File: config.mk
export PLATFORM = sky130hd
export DESIGN_NAME = scu_serial_comm_unit
export DESIGN_NICKNAME = d
export VERILOG_FILES = /design/src/logic/scu_fifo.v /design/src/logic/scu_serial_comm_unit.v
export VERILOG_INCLUDE_DIRS = /design/src /design/src/logic
export SDC_FILE = /design/constraint.sdc
export NUM_CORES = 1
export LEC_CHECK = 0
export ABC_AREA = 1
export BUFFER_PORTS_ARGS = -buffer_cell sky130_fd_sc_hd__buf_2
export CAP_MARGIN = 20
export CORE_ASPECT_RATIO = 1.5
export CORE_MARGIN = 3
export CORE_UTILIZATION = 29
export CTS_CLUSTER_SIZE = 16
export DETAILED_ROUTE_END_ITERATION = 16
export PLACE_DENSITY = 0.5
export SYNTH_ARGS = -nofsm -noshare
export SYNTH_HDL_FRONTEND = slang
export SYNTH_SLANG_ARGS = --single-unit
export TNS_END_PERCENT = 1
File: constraint.sdc
create_clock -name core_clk -period 2.9 [get_ports core_clk]
set_clock_uncertainty 0.2 [all_clocks]
set_input_delay 0.145 -clock core_clk [delete_from_list [all_inputs] [get_ports core_clk]]
set_output_delay 0.145 -clock core_clk [all_outputs]
set_load 0.1 [all_outputs]
File: src/logic/scu_map.vh
// constants and rule overview for the serial communication unit
//
// Overview of operation
// - 16-bit divisor 2..65535 gives a 16x or 1x bit rate
// - one frame layout in async and sync; expansion sends no start bit
// - data width of 5 to 8 bits
// - even, odd or no parity, sent and checked
// - stop of 1 to 2.5 bits in async, 2 to 5 bits in 1x modes, then line idles high
// - async start on falling edge; short false starts rejected
// - optional ninth bit follows data; one marks an address
// - address match sets pending flag, then data is accepted
// - sends a line break and reports a received one
// - local loopback and auto-echo diagnostic paths
// - separate transmit, receive, line and address requests
// - divider runs on internal or receive clock; data taken on rising edge
// - clock pin gives baud clock, or data-only clock in expansion
// - clock pin rests low when not clocking
// - holding value moves to free shifter, updating holding-empty
// - unused upper holding bits ignored
// - received word buffered at end; unused upper bits read one
// - transmit dma starts only after a program write
// - fastest rate is internal clock over two in 1x mode
// - async samples once at mid-bit out of sixteen ticks per bit, sync once per tick
// - expansion receive latches on external clock's rising edge
`ifndef SCU_MAP_VH
`define SCU_MAP_VH
`define SCU_DIV_MIN        16'h0002
`define SCU_MODE_ASYNC     2'h0
`define SCU_MODE_SYNC      2'h1
`define SCU_MODE_EXPAND    2'h2
`define SCU_PAR_NONE       2'h0
`define SCU_PAR_EVEN       2'h1
`define SCU_PAR_ODD        2'h2
`define SCU_FIFO_DEPTH     8
`define SCU_FIFO_AW        3
`define SCU_OVERSAMPLE     4'hF
`define SCU_MID_SAMPLE     4'h7
`endif

File: src/logic/scu_fifo.v
// parameterised flip-flop fifo with valid and ready on both sides
module scu_fifo #(
    parameter WIDTH = 8,
    parameter DEPTH = 8,
    parameter AW    = 3
) (
    input  wire             core_clk,
    input  wire             rst_b,
    input  wire [WIDTH-1:0] in_data,
    input  wire             in_valid,
    output wire             in_ready,
    output wire [WIDTH-1:0] out_data,
    output wire             out_valid,
    input  wire             out_ready
);
    reg [WIDTH-1:0] mem [0:DEPTH-1];
    reg [AW-1:0]    wr_ptr;
    reg [AW-1:0]    rd_ptr;
    reg [AW:0]      count;
    wire            push;
    wire            pop;

    assign in_ready  = (count != DEPTH[AW:0]);
    assign out_valid = (count != {(AW+1){1'b0}});
    assign out_data  = mem[rd_ptr];
    assign push      = in_valid & in_ready;
    assign pop       = out_valid & out_ready;

    always @(posedge core_clk) begin
        if (push) begin
            mem[wr_ptr] <= in_data;
        end
    end

    always @(posedge core_clk or negedge rst_b) begin
        if (!rst_b) begin
            wr_ptr <= {AW{1'b0}};
            rd_ptr <= {AW{1'b0}};
            count  <= {(AW+1){1'b0}};
        end else begin
            if (push) begin
                wr_ptr <= (wr_ptr == DEPTH[AW-1:0] - 1'b1) ? {AW{1'b0}} : wr_ptr + 1'b1;
            end
            if (pop) begin
                rd_ptr <= (rd_ptr == DEPTH[AW-1:0] - 1'b1) ? {AW{1'b0}} : rd_ptr + 1'b1;
            end
            if (push & ~pop) begin
                count <= count + 1'b1;
            end else if (pop & ~push) begin
                count <= count - 1'b1;
            end
        end
    end
endmodule // scu_fifo

File: src/logic/scu_serial_comm_unit.v
// serial communication unit: baud divider, transmitter, receiver, diagnostics
`include "scu_map.vh"
module scu_serial_comm_unit #(
    parameter DIV_W = 16
) (
    input  wire             core_clk,
    input  wire             rst_b,
    input  wire [1:0]       mode,
    input  wire [1:0]       data_len,
    input  wire [1:0]       parity_sel,
    input  wire [1:0]       stop_sel,
    input  wire             addr_bit_en,
    input  wire             addr_wake_mode,
    input  wire [7:0]       addr_compare,
    input  wire [DIV_W-1:0] baud_divisor,
    input  wire             baud_src_ext,
    input  wire             clk_out_sel_baud,
    input  wire             loopback_en,
    input  wire             echo_en,
    input  wire             send_break,
    input  wire             tx_dma_en,
    input  wire [7:0]       tx_data,
    input  wire             tx_addr_flag,
    input  wire             tx_valid,
    output wire             tx_ready,
    input  wire             tx_cpu_write,
    output wire [7:0]       rx_data,
    output wire             rx_addr_flag,
    output wire             rx_valid,
    input  wire             rx_ready,
    input  wire             rx_addr_pending_clr,
    output reg              rx_addr_pending,
    output reg              rx_parity_err,
    output reg              rx_frame_err,
    output reg              rx_break,
    output reg              tx_holding_empty_flag,
    output reg              tx_shift_empty,
    output wire             tx_irq,
    output wire             rx_irq,
    output wire             line_irq,
    output wire             addr_irq,
    output wire             tx_dma_req,
    input  wire             serial_line_in,
    output wire             serial_line_out,
    input  wire             ext_receive_clock_in,
    input  wire             ext_transmit_clock_in,
    output reg              shift_clock_out
);
    // ------------------------------------------------------------------
    // helpers
    // ------------------------------------------------------------------
    function [3:0] width_of;
        input [1:0] len;
        begin
            width_of = {2'b00, len} + 4'h5;
        end
    endfunction

    function [7:0] mask_data;
        input [7:0] d;
        input [1:0] len;
        begin
            mask_data = d & (8'hFF >> (2'h3 - len));
        end
    endfunction

    // ------------------------------------------------------------------
    // baud divider and bit-rate enables
    // ------------------------------------------------------------------
    reg  [DIV_W-1:0] div_cnt;
    reg              ext_rx_q;
    reg              baud_tick;
    reg              baud_clk;
    wire             ext_rx_rise = ext_receive_clock_in & ~ext_rx_q;
    wire             src_en      = baud_src_ext ? ext_rx_rise : 1'b1;
    wire [DIV_W-1:0] div_eff     = (baud_divisor < `SCU_DIV_MIN) ? `SCU_DIV_MIN : baud_divisor;
    wire             is_async    = (mode == `SCU_MODE_ASYNC);
    wire             is_expand   = (mode == `SCU_MODE_EXPAND);

    always @(posedge core_clk or negedge rst_b) begin
        if (!rst_b) begin
            div_cnt   <= {DIV_W{1'b0}};
            ext_rx_q  <= 1'b0;
            baud_tick <= 1'b0;
            baud_clk  <= 1'b0;
        end else begin
            ext_rx_q  <= ext_receive_clock_in;
            baud_tick <= 1'b0;
            if (src_en) begin
                if (div_cnt >= div_eff - 1'b1) begin
                    div_cnt   <= {DIV_W{1'b0}};
                    baud_tick <= 1'b1;
                    baud_clk  <= 1'b1;
                end else begin
                    if (div_cnt == (div_eff >> 1) - 1'b1) begin
                        baud_clk <= 1'b0;
                    end
                    div_cnt <= div_cnt + 1'b1;
                end
            end
        end
    end

    // 16x in async, 1x otherwise
    reg  [3:0] tx_os;
    wire       tx_bit_en   = baud_tick & (is_async ? (tx_os == `SCU_OVERSAMPLE) : 1'b1);
    wire       tx_half_en  = baud_tick & (is_async ? (tx_os[2:0] == 3'h7) : 1'b1);

    // ------------------------------------------------------------------
    // transmit path: fifo feeds holding register, holding feeds shifter
    // ------------------------------------------------------------------
    wire [8:0] fifo_out;
    wire       fifo_valid;
    reg        hold_full;
    reg  [8:0] hold_word;
    reg        dma_armed;
    reg        tx_busy;
    reg  [11:0] tx_shift;
    reg  [3:0] tx_bits_left;
    reg  [2:0] tx_stop_halves;
    reg        tx_in_stop;
    reg        tx_line;
    reg        tx_data_phase;
    reg        tx_shift_ev;
    wire       fifo_pop = fifo_valid & ~hold_full;

    scu_fifo #(
        .WIDTH (9),
        .DEPTH (`SCU_FIFO_DEPTH),
        .AW    (`SCU_FIFO_AW)
    ) u_tx_fifo (
        .core_clk  (core_clk),
        .rst_b     (rst_b),
        .in_data   ({tx_addr_flag, tx_data}),
        .in_valid  (tx_valid),
        .in_ready  (tx_ready),
        .out_data  (fifo_out),
        .out_valid (fifo_valid),
        .out_ready (~hold_full)
    );

    // data, parity, address bit, frame built lsb first
    reg [11:0] frame;
    reg [3:0]  frame_len;
    reg        par_bit;
    always @* begin
        par_bit   = ^mask_data(hold_word[7:0], data_len) ^ (addr_bit_en & hold_word[8])
                    ^ (parity_sel == `SCU_PAR_ODD);
        frame_len = width_of(data_len);
        frame     = {4'hF, mask_data(hold_word[7:0], data_len)};
        if (parity_sel != `SCU_PAR_NONE) begin
            frame[frame_len] = par_bit;
            frame_len        = frame_len + 4'h1;
        end
        if (addr_bit_en) begin
            frame[frame_len] = hold_word[8];
            frame_len        = frame_len + 4'h1;
        end
    end

    always @(posedge core_clk or negedge rst_b) begin
        if (!rst_b) begin
            hold_full             <= 1'b0;
            hold_word             <= 9'h000;
            dma_armed             <= 1'b0;
            tx_busy               <= 1'b0;
            tx_shift              <= 12'hFFF;
            tx_bits_left          <= 4'h0;
            tx_stop_halves        <= 3'h0;
            tx_in_stop            <= 1'b0;
            tx_line               <= 1'b1;
            tx_data_phase         <= 1'b0;
            tx_os                 <= 4'h0;
            tx_holding_empty_flag <= 1'b1;
            tx_shift_empty        <= 1'b1;
            tx_shift_ev           <= 1'b0;
        end else begin
            tx_shift_ev <= 1'b0;
            if (baud_tick) begin
                tx_os <= tx_os + 4'h1;
            end
            if (tx_cpu_write) begin
                dma_armed <= 1'b1;
            end else if (!tx_dma_en) begin
                dma_armed <= 1'b0;
            end
            if (fifo_pop) begin
                hold_full             <= 1'b1;
                hold_word             <= fifo_out;
                tx_holding_empty_flag <= 1'b0;
            end
            if (!tx_busy && hold_full && !fifo_pop) begin
                // shifter free: take holding value now
                hold_full             <= 1'b0;
                tx_holding_empty_flag <= 1'b1;
                tx_busy               <= 1'b1;
                tx_shift_empty        <= 1'b0;
                tx_shift              <= frame;
                tx_bits_left          <= frame_len;
                tx_in_stop            <= 1'b0;
                tx_os                 <= 4'h0;
                tx_line               <= ~is_expand ? 1'b0 : tx_line;
                tx_data_phase         <= 1'b0;
            end else if (tx_busy && !tx_in_stop && tx_bit_en) begin
                if (tx_bits_left == 4'h0) begin
                    tx_in_stop     <= 1'b1;
                    tx_data_phase  <= 1'b0;
                    tx_line        <= 1'b1;
                    tx_stop_halves <= {1'b0, stop_sel} + 3'h2;
                end else begin
                    tx_line       <= tx_shift[0];
                    tx_shift      <= {1'b1, tx_shift[11:1]};
                    tx_bits_left  <= tx_bits_left - 4'h1;
                    tx_data_phase <= 1'b1;
                end
            end else if (tx_busy && tx_in_stop && tx_half_en) begin
                if (tx_stop_halves <= 3'h1) begin
                    tx_busy        <= 1'b0;
                    tx_in_stop     <= 1'b0;
                    tx_shift_empty <= 1'b1;
                    tx_shift_ev    <= 1'b1;
                end else begin
                    tx_stop_halves <= tx_stop_halves - 3'h1;
                end
            end
        end
    end

    assign tx_dma_req = tx_dma_en & dma_armed & tx_ready;
    assign tx_irq     = tx_holding_empty_flag | tx_shift_ev;

    // ------------------------------------------------------------------
    // line muxing: break, echo, loopback
    // ------------------------------------------------------------------
    wire rx_pin  = loopback_en ? (tx_line & ~send_break) : serial_line_in;
    assign serial_line_out = loopback_en ? 1'b1 :
                             send_break  ? 1'b0 :
                             echo_en     ? serial_line_in : tx_line;

    // ------------------------------------------------------------------
    // clock pin
    // ------------------------------------------------------------------
    always @(posedge core_clk or negedge rst_b) begin
        if (!rst_b) begin
            shift_clock_out <= 1'b0;
        end else if (is_expand && !clk_out_sel_baud) begin
            shift_clock_out <= tx_data_phase & tx_busy & baud_clk;
        end else if (clk_out_sel_baud) begin
            shift_clock_out <= baud_clk;
        end else begin
            shift_clock_out <= 1'b0;
        end
    end

    // ------------------------------------------------------------------
    // receiver
    // ------------------------------------------------------------------
    reg        rx_in_q;
    reg        rx_busy;
    reg  [3:0] rx_os;
    reg  [3:0] rx_bits_left;
    reg  [3:0] rx_total;
    reg  [10:0] rx_shift;
    reg        rx_load;
    reg  [8:0] rx_word;
    reg        rx_all_zero;
    reg        rx_push;
    wire       rx_fifo_ready;
    // expansion receive runs on the partner's clock
    wire       rx_tick   = is_expand ? ext_rx_rise : baud_tick;
    wire       rx_sample = rx_tick & (is_async ? (rx_os == `SCU_MID_SAMPLE) : 1'b1);
    wire [3:0] rx_len    = width_of(data_len) + {3'h0, parity_sel != `SCU_PAR_NONE}
                           + {3'h0, addr_bit_en};
    wire [10:0] rx_aligned = rx_shift >> (4'hB - rx_total);

    always @(posedge core_clk or negedge rst_b) begin
        if (!rst_b) begin
            rx_in_q         <= 1'b1;
            rx_busy         <= 1'b0;
            rx_os           <= 4'h0;
            rx_bits_left    <= 4'h0;
            rx_total        <= 4'h0;
            rx_shift        <= 11'h000;
            rx_load         <= 1'b0;
            rx_word         <= 9'h000;
            rx_all_zero     <= 1'b1;
            rx_push         <= 1'b0;
            rx_addr_pending <= 1'b0;
            rx_parity_err   <= 1'b0;
            rx_frame_err    <= 1'b0;
            rx_break        <= 1'b0;
        end else begin
            rx_in_q <= rx_pin;
            rx_load <= 1'b0;
            rx_push <= rx_load & (~addr_wake_mode | rx_addr_pending);
            if (rx_addr_pending_clr) begin
                rx_addr_pending <= 1'b0;
            end
            if (!rx_busy) begin
                if ((rx_in_q & ~rx_pin) | (!is_async & !rx_pin & rx_tick)) begin
                    rx_busy      <= 1'b1;
                    rx_os        <= 4'h0;
                    rx_bits_left <= rx_len;
                    rx_total     <= rx_len;
                    rx_all_zero  <= 1'b1;
                    rx_shift     <= 11'h000;
                end
            end else if (rx_tick) begin
                rx_os <= rx_os + 4'h1;
                if (rx_sample) begin
                    rx_os <= is_async ? 4'h8 : 4'h0;
                    if (rx_bits_left == rx_total && is_async && rx_pin) begin
                        rx_busy <= 1'b0;
                    end
                    rx_bits_left <= rx_bits_left - 4'h1;
                    if (rx_bits_left == 4'hF) begin
                        rx_busy <= 1'b0; // stop bit reached
                        rx_load <= 1'b1;
                        rx_frame_err <= rx_frame_err | ~rx_pin;
                        rx_break <= rx_break | (rx_all_zero & ~rx_pin);
                    end else if (rx_bits_left != rx_total || !is_async) begin
                        rx_shift    <= {rx_pin, rx_shift[10:1]};
                        rx_all_zero <= rx_all_zero & ~rx_pin;
                    end
                end
            end
            if (rx_load) begin
                rx_word <= {addr_bit_en & rx_aligned[rx_total - 4'h1],
                            rx_aligned[7:0] | ~(8'hFF >> (2'h3 - data_len))};
                rx_parity_err <= rx_parity_err | ((parity_sel != `SCU_PAR_NONE)
                    && ((^(rx_aligned & ~(11'h7FF << rx_total)))
                    ^ (parity_sel == `SCU_PAR_ODD)));
                if (addr_wake_mode && addr_bit_en && rx_aligned[rx_total - 4'h1]
                    && mask_data(rx_aligned[7:0], data_len) == addr_compare) begin
                    rx_addr_pending <= 1'b1;
                end
            end
        end
    end

    scu_fifo #(
        .WIDTH (9),
        .DEPTH (`SCU_FIFO_DEPTH),
        .AW    (`SCU_FIFO_AW)
    ) u_rx_fifo (
        .core_clk  (core_clk),
        .rst_b     (rst_b),
        .in_data   (rx_word),
        .in_valid  (rx_push),
        .in_ready  (rx_fifo_ready),
        .out_data  ({rx_addr_flag, rx_data}),
        .out_valid (rx_valid),
        .out_ready (rx_ready)
    );

    assign rx_irq   = rx_valid;
    assign line_irq = rx_parity_err | rx_frame_err | rx_break | ~rx_fifo_ready;
    assign addr_irq = rx_addr_pending;
endmodule // scu_serial_comm_unit

==> flow_summary.ini, run 1 <==
[detailed_routing]
wl_per_cell_um = 15.3
vias = 11500
final_antenna_net_count = 0
first_iter_violations = 577
vias_per_cell = 4.71
drc = 0
firstDrtPassIters = 5
wirelength_um = 37200

[clocking]
cts_tree = built
clock-root-buffer = clkbuf_16
clk_pin_slew_ns = 0.06
clock-sinks = 266
cts.htree.levels = 1
clk_path_buf_depth = 3
cts_buffers = 29
clk_latency_ns = 0.56

[cells_and_area]
area_delta_synth_final_pct = 23.0
fillCellCount = 4925
final_core_util_pct = 36.3
layout_common_cells = 258 x nand2_1, 212 x nor2_1, 160 x inv_1
insertedDiodeCount = 0
final_nets = 1883
drive_gt1_share_pct = 17.0
layout_commonest_cell = nand2_1

[floorplan]
io_pins = 82
num_rows = 98
die_w_um = 187
core-area_um2 = 48100
dieHeight_um = 277
die_area_um2 = 51700
start_util_pct = 29.5

[critical_path]
critPathCapture = rx_data[6]
crit_type = reg2out
r2r_slack_ns = 0.28
cp-start-kind = flip-flop
crit_fanout = 19
crit_path_end_kind = primary output
cp.required_ns = 2.56
r2r_start = u_tx_fifo.count[0]$_DFFE_PN0P_
arrival_ns = 2.32
r2r-end = u_tx_fifo.count[3]$_DFFE_PN0P_
rr_worst_depth = 13
cp-startpoint = u_rx_fifo.rd_ptr[1]$_DFFE_PN0P_

[global_routing]
track_usage_pct = 14.2
use_met2_pct = 27.5
busiest_layer = met2
met1_usage_pct = 16.2
met3_usage_pct = 1.62
antenna_found_initial = 0
grt-ovfl-total = 0
grt_pass1_vias = 11500
grt_max_degree = 70
grt_pass1_wl_um = 60100

[place]
dpl.hpwl_um = 27100
post-place-ws_ns = -0.556
port_buffers = 80
place.gp.congestion = 0.884

[sta]
fmax_ghz = 0.375
setup_viol = 0
tightest_slew_ns = 0.677
hold_violations = 0
fin_crit_sh_pct = 92.1
maxSlewViolCount = 0
relSlewSlack_pct = 54.9
layout_setup_ws_ns = 0.230
hold_ws_ns = 0.0174
fin_crit_ns = 2.67
setup_tns_ns = 0

[pwr]
p_leak_uw = 0.00751
p_switching_uw = 7050
vdd_drop_max_uv = 882
comb_power_share_pct = 43.7
power_density_nw_per_um2 = 957
clkPwrFrac_pct = 22.6
p_sw_share_pct = 42.2
pwr-share-seq_pct = 33.7
p_int_uw = 9640

[synthesis]
synth_area_per_cell_um2 = 9.05
synth_edf_count = 144
synth-main-ff-cell = edfxtp_1
netlist.area_leader.share_pct = 30.5
synth_area_leaders = edfxtp_1 30%, dfrtp_1 19%, nand2_1 6.9%
syn_inst = 1567
netlist.top_cell.by_area = edfxtp_1
yosys_register_bits = 266
ys_types = 54
syn_nets = 1688
syn_area_um2 = 14200
async_reset_ff_share_pct = 45.9
yosysWarnings = 0
ys_seq_area_share_pct = 52.2

[worst_hold_path]
worst_hold_path_type = in2reg

[run]
drv_cap = 0

[outcome]
status = complete, no violations
-- cells in the mapped netlist (3+ instances only) --
library cell and count:
nand4_1 15, clkbuf_2 3, nand2_1 262, nand2_2 7, nand3_2 5, dfrtp_1 105
edfxtp_1 144, xnor2_1 17, or2_2 5, o221ai_1 15, nor3_1 16, o21bai_1 4
o21ai_1 6, inv_1 161, dfstp_2 17, a31oi_1 17, ha_1 59, o22ai_1 34
nand4_2 3, a21o_1 3, fa_1 4, nor3b_1 4, buf_2 4, o21ai_0 142
clkinv_1 6, xor2_1 41, nand3b_1 4, o211ai_1 17, nor2_1 216, nor2_2 15
nand3_1 95, inv_2 7, clkbuf_1 31, a21oi_1 48, buf_4 8
-- registers in the layout, summed over array words and instances, names as in the netlist, 3 cells and up --
name              count
div_cnt              16
hold_word             9
rx_bits_left          4
rx_os                 4
rx_shift             11
rx_total              4
rx_word               9
tx_bits_left          4
tx_os                 4
tx_shift             12
tx_stop_halves        3
u_rx_fifo.count       4
u_rx_fifo.mem        72
u_rx_fifo.rd_ptr      3
u_rx_fifo.wr_ptr      3
u_tx_fifo.count       4
u_tx_fifo.mem        72
u_tx_fifo.rd_ptr      3
u_tx_fifo.wr_ptr      3
-- stage by stage --
stage | instance area, um^2 | instances | power [uW]
after floorplan | 14200 | 1567 | 10800
after global placement | 16000 | 2337 | 12900
after detailed placement | 16000 | 2337 | 13000
after CTS | 17400 | 2431 | 16900
after global routing | 17400 | 2434 | 18000
final | 17400 | 2434 | 16700
-- worst min path at each step --
stage | start | end | slack [ns] | cells past startpoint
floorplan | rst_b | addr_irq$_DFF_PN0_ | -0.35 | 0
global placement | rst_b | rx_break$_DFFE_PN0P_ | -0.009 | 1
detailed placement | rst_b | rx_frame_err$_DFFE_PN0P_ | -0.006 | 1
CTS | mode[1] | rx_os[3]$_DFFE_PN0P_ | 0.01 | 6
global route | ext_receive_clock_in | ext_rx_q$_DFF_PN0_ | 0.06 | 2
finish | mode[1] | rx_os[3]$_DFFE_PN0P_ | 0.02 | 6
-- kinds of logic (layout without fill, tap and decap cells) --
kind of cell / count (synthesis) / in the layout / synth area share (%)
AOI/OAI and AO/OA: 300 / 300 / 12.1
xor gates and xnor gates: 58 / 58 / 3.58
adders and majority gates: 63 / 63 / 5.77
buffers and inverters: 224 / 441 / 6.27
DFF: 266 / 266 / 52.2
and+or+nand+nor: 656 / 656 / 20.1
-- worst max-delay path, stage by stage, from the launching register on --
cell,delay [ns]
dfrtp_1,0.39
clkinvlp_4,0.37
nor2_1,0.19
o21ai_0,0.10
a31oi_1,0.24
buf_2,0.47
-- what timing repair did --
| action | 4_1_cts | 5_1_grt |
|---|---|---|
| hold buffers | 41 | 0 |
| hold endpoints to repair | 230 | 0 |
| endpoints found under the setup margin | 2 | 21 |
| pin swaps | 0 | 12 |
| setup buffers | 0 | 3 |
| gates resized for setup | 1 | 19 |
-- metal layers --
metal  wire, um  share of wire, %
met2      20000                54
met5          0                 0
met3       1120               3.0
met4       1000               2.7
met1      15100                41
-- power groups by stage --
stage	clock network (uW)	registers [uW]	logic (uW)
6_report	3770	5630	7300
5_1_grt	4030	5760	8200
3_5_place_dp	0	5720	7300
4_1_cts	3890	5660	7380
2_1_floorplan	0	5510	5340
3_3_place_gp	0	5700	7210
-- area by class of cell --
class                   instances  area (um^2)  area share (%)
multi-input cells            1077         6000            34.4
repair buffers                213         1600            9.15
clock inverters                16          188            1.08
flip-flops and latches        266         7400            42.4
inverters                     175          663            3.80
clock buffers                  37          786            4.50
well taps                     650          813            4.66
No activity file was read; power rests on OpenSTA's default activity.
==> run 2: changes to the inputs <==
- clock period: 2.9 -> 3.15 ns (I/O delays scaled with it)
==> flow_summary.ini, run 2 (synthesized netlist as in run 1, its figures left out) <==
[detailed_routing]
wl_met1_um = 14900
vias = 11300
first_iter_violations = 643
final_antenna_net_count = 0
vias_per_cell = 4.68
wirelength_um = 37100
top_layer = met4
wl_per_cell_um = 15.3
wl_met2_um = 19800
drc = 0
firstDrtPassIters = 5
wl_met3_um = 1240

[global_routing]
grt_pass1_wl_um = 60100
grt_pass1_vias = 11500
grt_max_degree = 78
antenna_found_initial = 0
track_usage_pct = 14.2
grt-ovfl-total = 0

[floorplan]
io_pins = 82
die_w_um = 187
num_rows = 98
start_util_pct = 29.5
dieHeight_um = 277
core-area_um2 = 48100
die_area_um2 = 51700

[clocking]
clk_latency_ns = 0.58
clk_path_buf_depth = 3
cts_tree = built
clock-sinks = 266
clk_pin_slew_ns = 0.06
cts.htree.levels = 1
clock-root-buffer = clkbuf_16
cts_buffers = 30

[critical_path]
r2r_slack_ns = 0.22
cp.required_ns = 2.79
cp-start-kind = flip-flop
crit_type = reg2out
rr_worst_depth = 8
crit_fanout = 19
arrival_ns = 2.58
crit_path_end_kind = primary output

[place]
post-place-ws_ns = -0.402
place.gp.congestion = 0.871
port_buffers = 80
dpl.hpwl_um = 26700
placed_area_um2 = 15900

[cells_and_area]
layout_common_cells = 259 x nand2_1, 209 x nor2_1, 158 x inv_1
area_delta_synth_final_pct = 22.7
insertedDiodeCount = 0
layout_commonest_cell = nand2_1
final_area_um2 = 17400
final_nets = 1870
largestRegisters = u_rx_fifo.mem x72, u_tx_fifo.mem x72, div_cnt x16
drive_gt1_share_pct = 17.1
final_core_util_pct = 36.2

[sta]
relSlewSlack_pct = 55.6
rsz0062_at_grt = true
fmax_ghz = 0.341
layout_setup_ws_ns = 0.217
fin_crit_ns = 2.93
maxSlewViolCount = 0
hold_ws_ns = 0.00570
hold_violations = 0
setup_viol = 0
tightest_slew_ns = 0.664
fin_crit_sh_pct = 93.1
setup_tns_ns = 0

[run]
drv_cap = 0

[worst_hold_path]
worst_hold_path_type = in2reg
holdPathStages = 5

[pwr]
clkPwrFrac_pct = 23.8
pwr-share-seq_pct = 33.3
p_sw_share_pct = 42.3
p_int_uw = 8940
p_switching_uw = 6560
vdd_drop_max_uv = 652
comb_power_share_pct = 42.9
p_leak_uw = 0.00747
power_density_nw_per_um2 = 891

[outcome]
status = complete, no violations
==> run 2: per-layer routing <==
metal	GRT usage, %	up-vias
met5	0	-
met2	27.2	192
met3	1.86	73
met4	4.75	0
li1	-	5670
met1	16.0	5410
==> run 2: final timing paths <==
check,start,to
worst max register to register,rx_total[0]$_DFFE_PN0P_,addr_irq$_DFF_PN0_
worst min register to register,rx_parity_err$_DFFE_PN0P_,rx_parity_err$_DFFE_PN0P_
max in group asynchronous,rst_b,tx_shift[1]$_DFFE_PN1P_
min in group asynchronous,rst_b,rx_all_zero$_DFFE_PN1P_
worst min-delay path,serial_line_in,rx_shift[10]$_DFFE_PN0P_
worst max-delay path,u_rx_fifo.rd_ptr[1]$_DFFE_PN0P_,rx_data[4]
==> run 2: power by group through the flow <==
stage          Clock (uW)  Combinational (uW)  Sequential, uW
2_1_floorplan           0                4910            5070
3_3_place_gp            0                6510            5220
3_5_place_dp            0                6610            5240
4_1_cts              3820                6670            5170
5_1_grt              3950                7480            5270
6_report             3680                6650            5160
==> run 2: worst max-delay path: stages (launching register included) <==
cell and delay, ns:
dfrtp_1 0.38, inv_1 0.49, o21ai_0 0.18, o22ai_1 0.15
nor2_1 0.06, a31oi_1 0.24, buf_2 0.48
==> run 2: area by class of cell <==
type | count | area (um^2)
fillers | 4970 | 30700
flip-flops and latches | 266 | 7400
multi-input cells | 1077 | 5990
repair buffers | 198 | 1470
well taps | 650 | 813
clock buffers | 34 | 786
inverters | 175 | 667
clock inverters | 22 | 277
repair inverters | 1 | 5.00
==> run 2: repair_timing <==
action | CTS | global route
resized for setup | 0 | 20
endpoints found under the hold margin | 220 | 0
hold buffers | 34 | 0
buffers inserted | 0 | 4
endpoints found under the setup margin | 0 | 16
==> run 2: stage by stage <==
step / instances / total power [uW]
2_1_floorplan: 1567 / 9990
3_3_place_gp: 2328 / 11700
3_5_place_dp: 2328 / 11800
4_1_cts: 2418 / 15700
5_1_grt: 2423 / 16700
6_report: 2423 / 15500
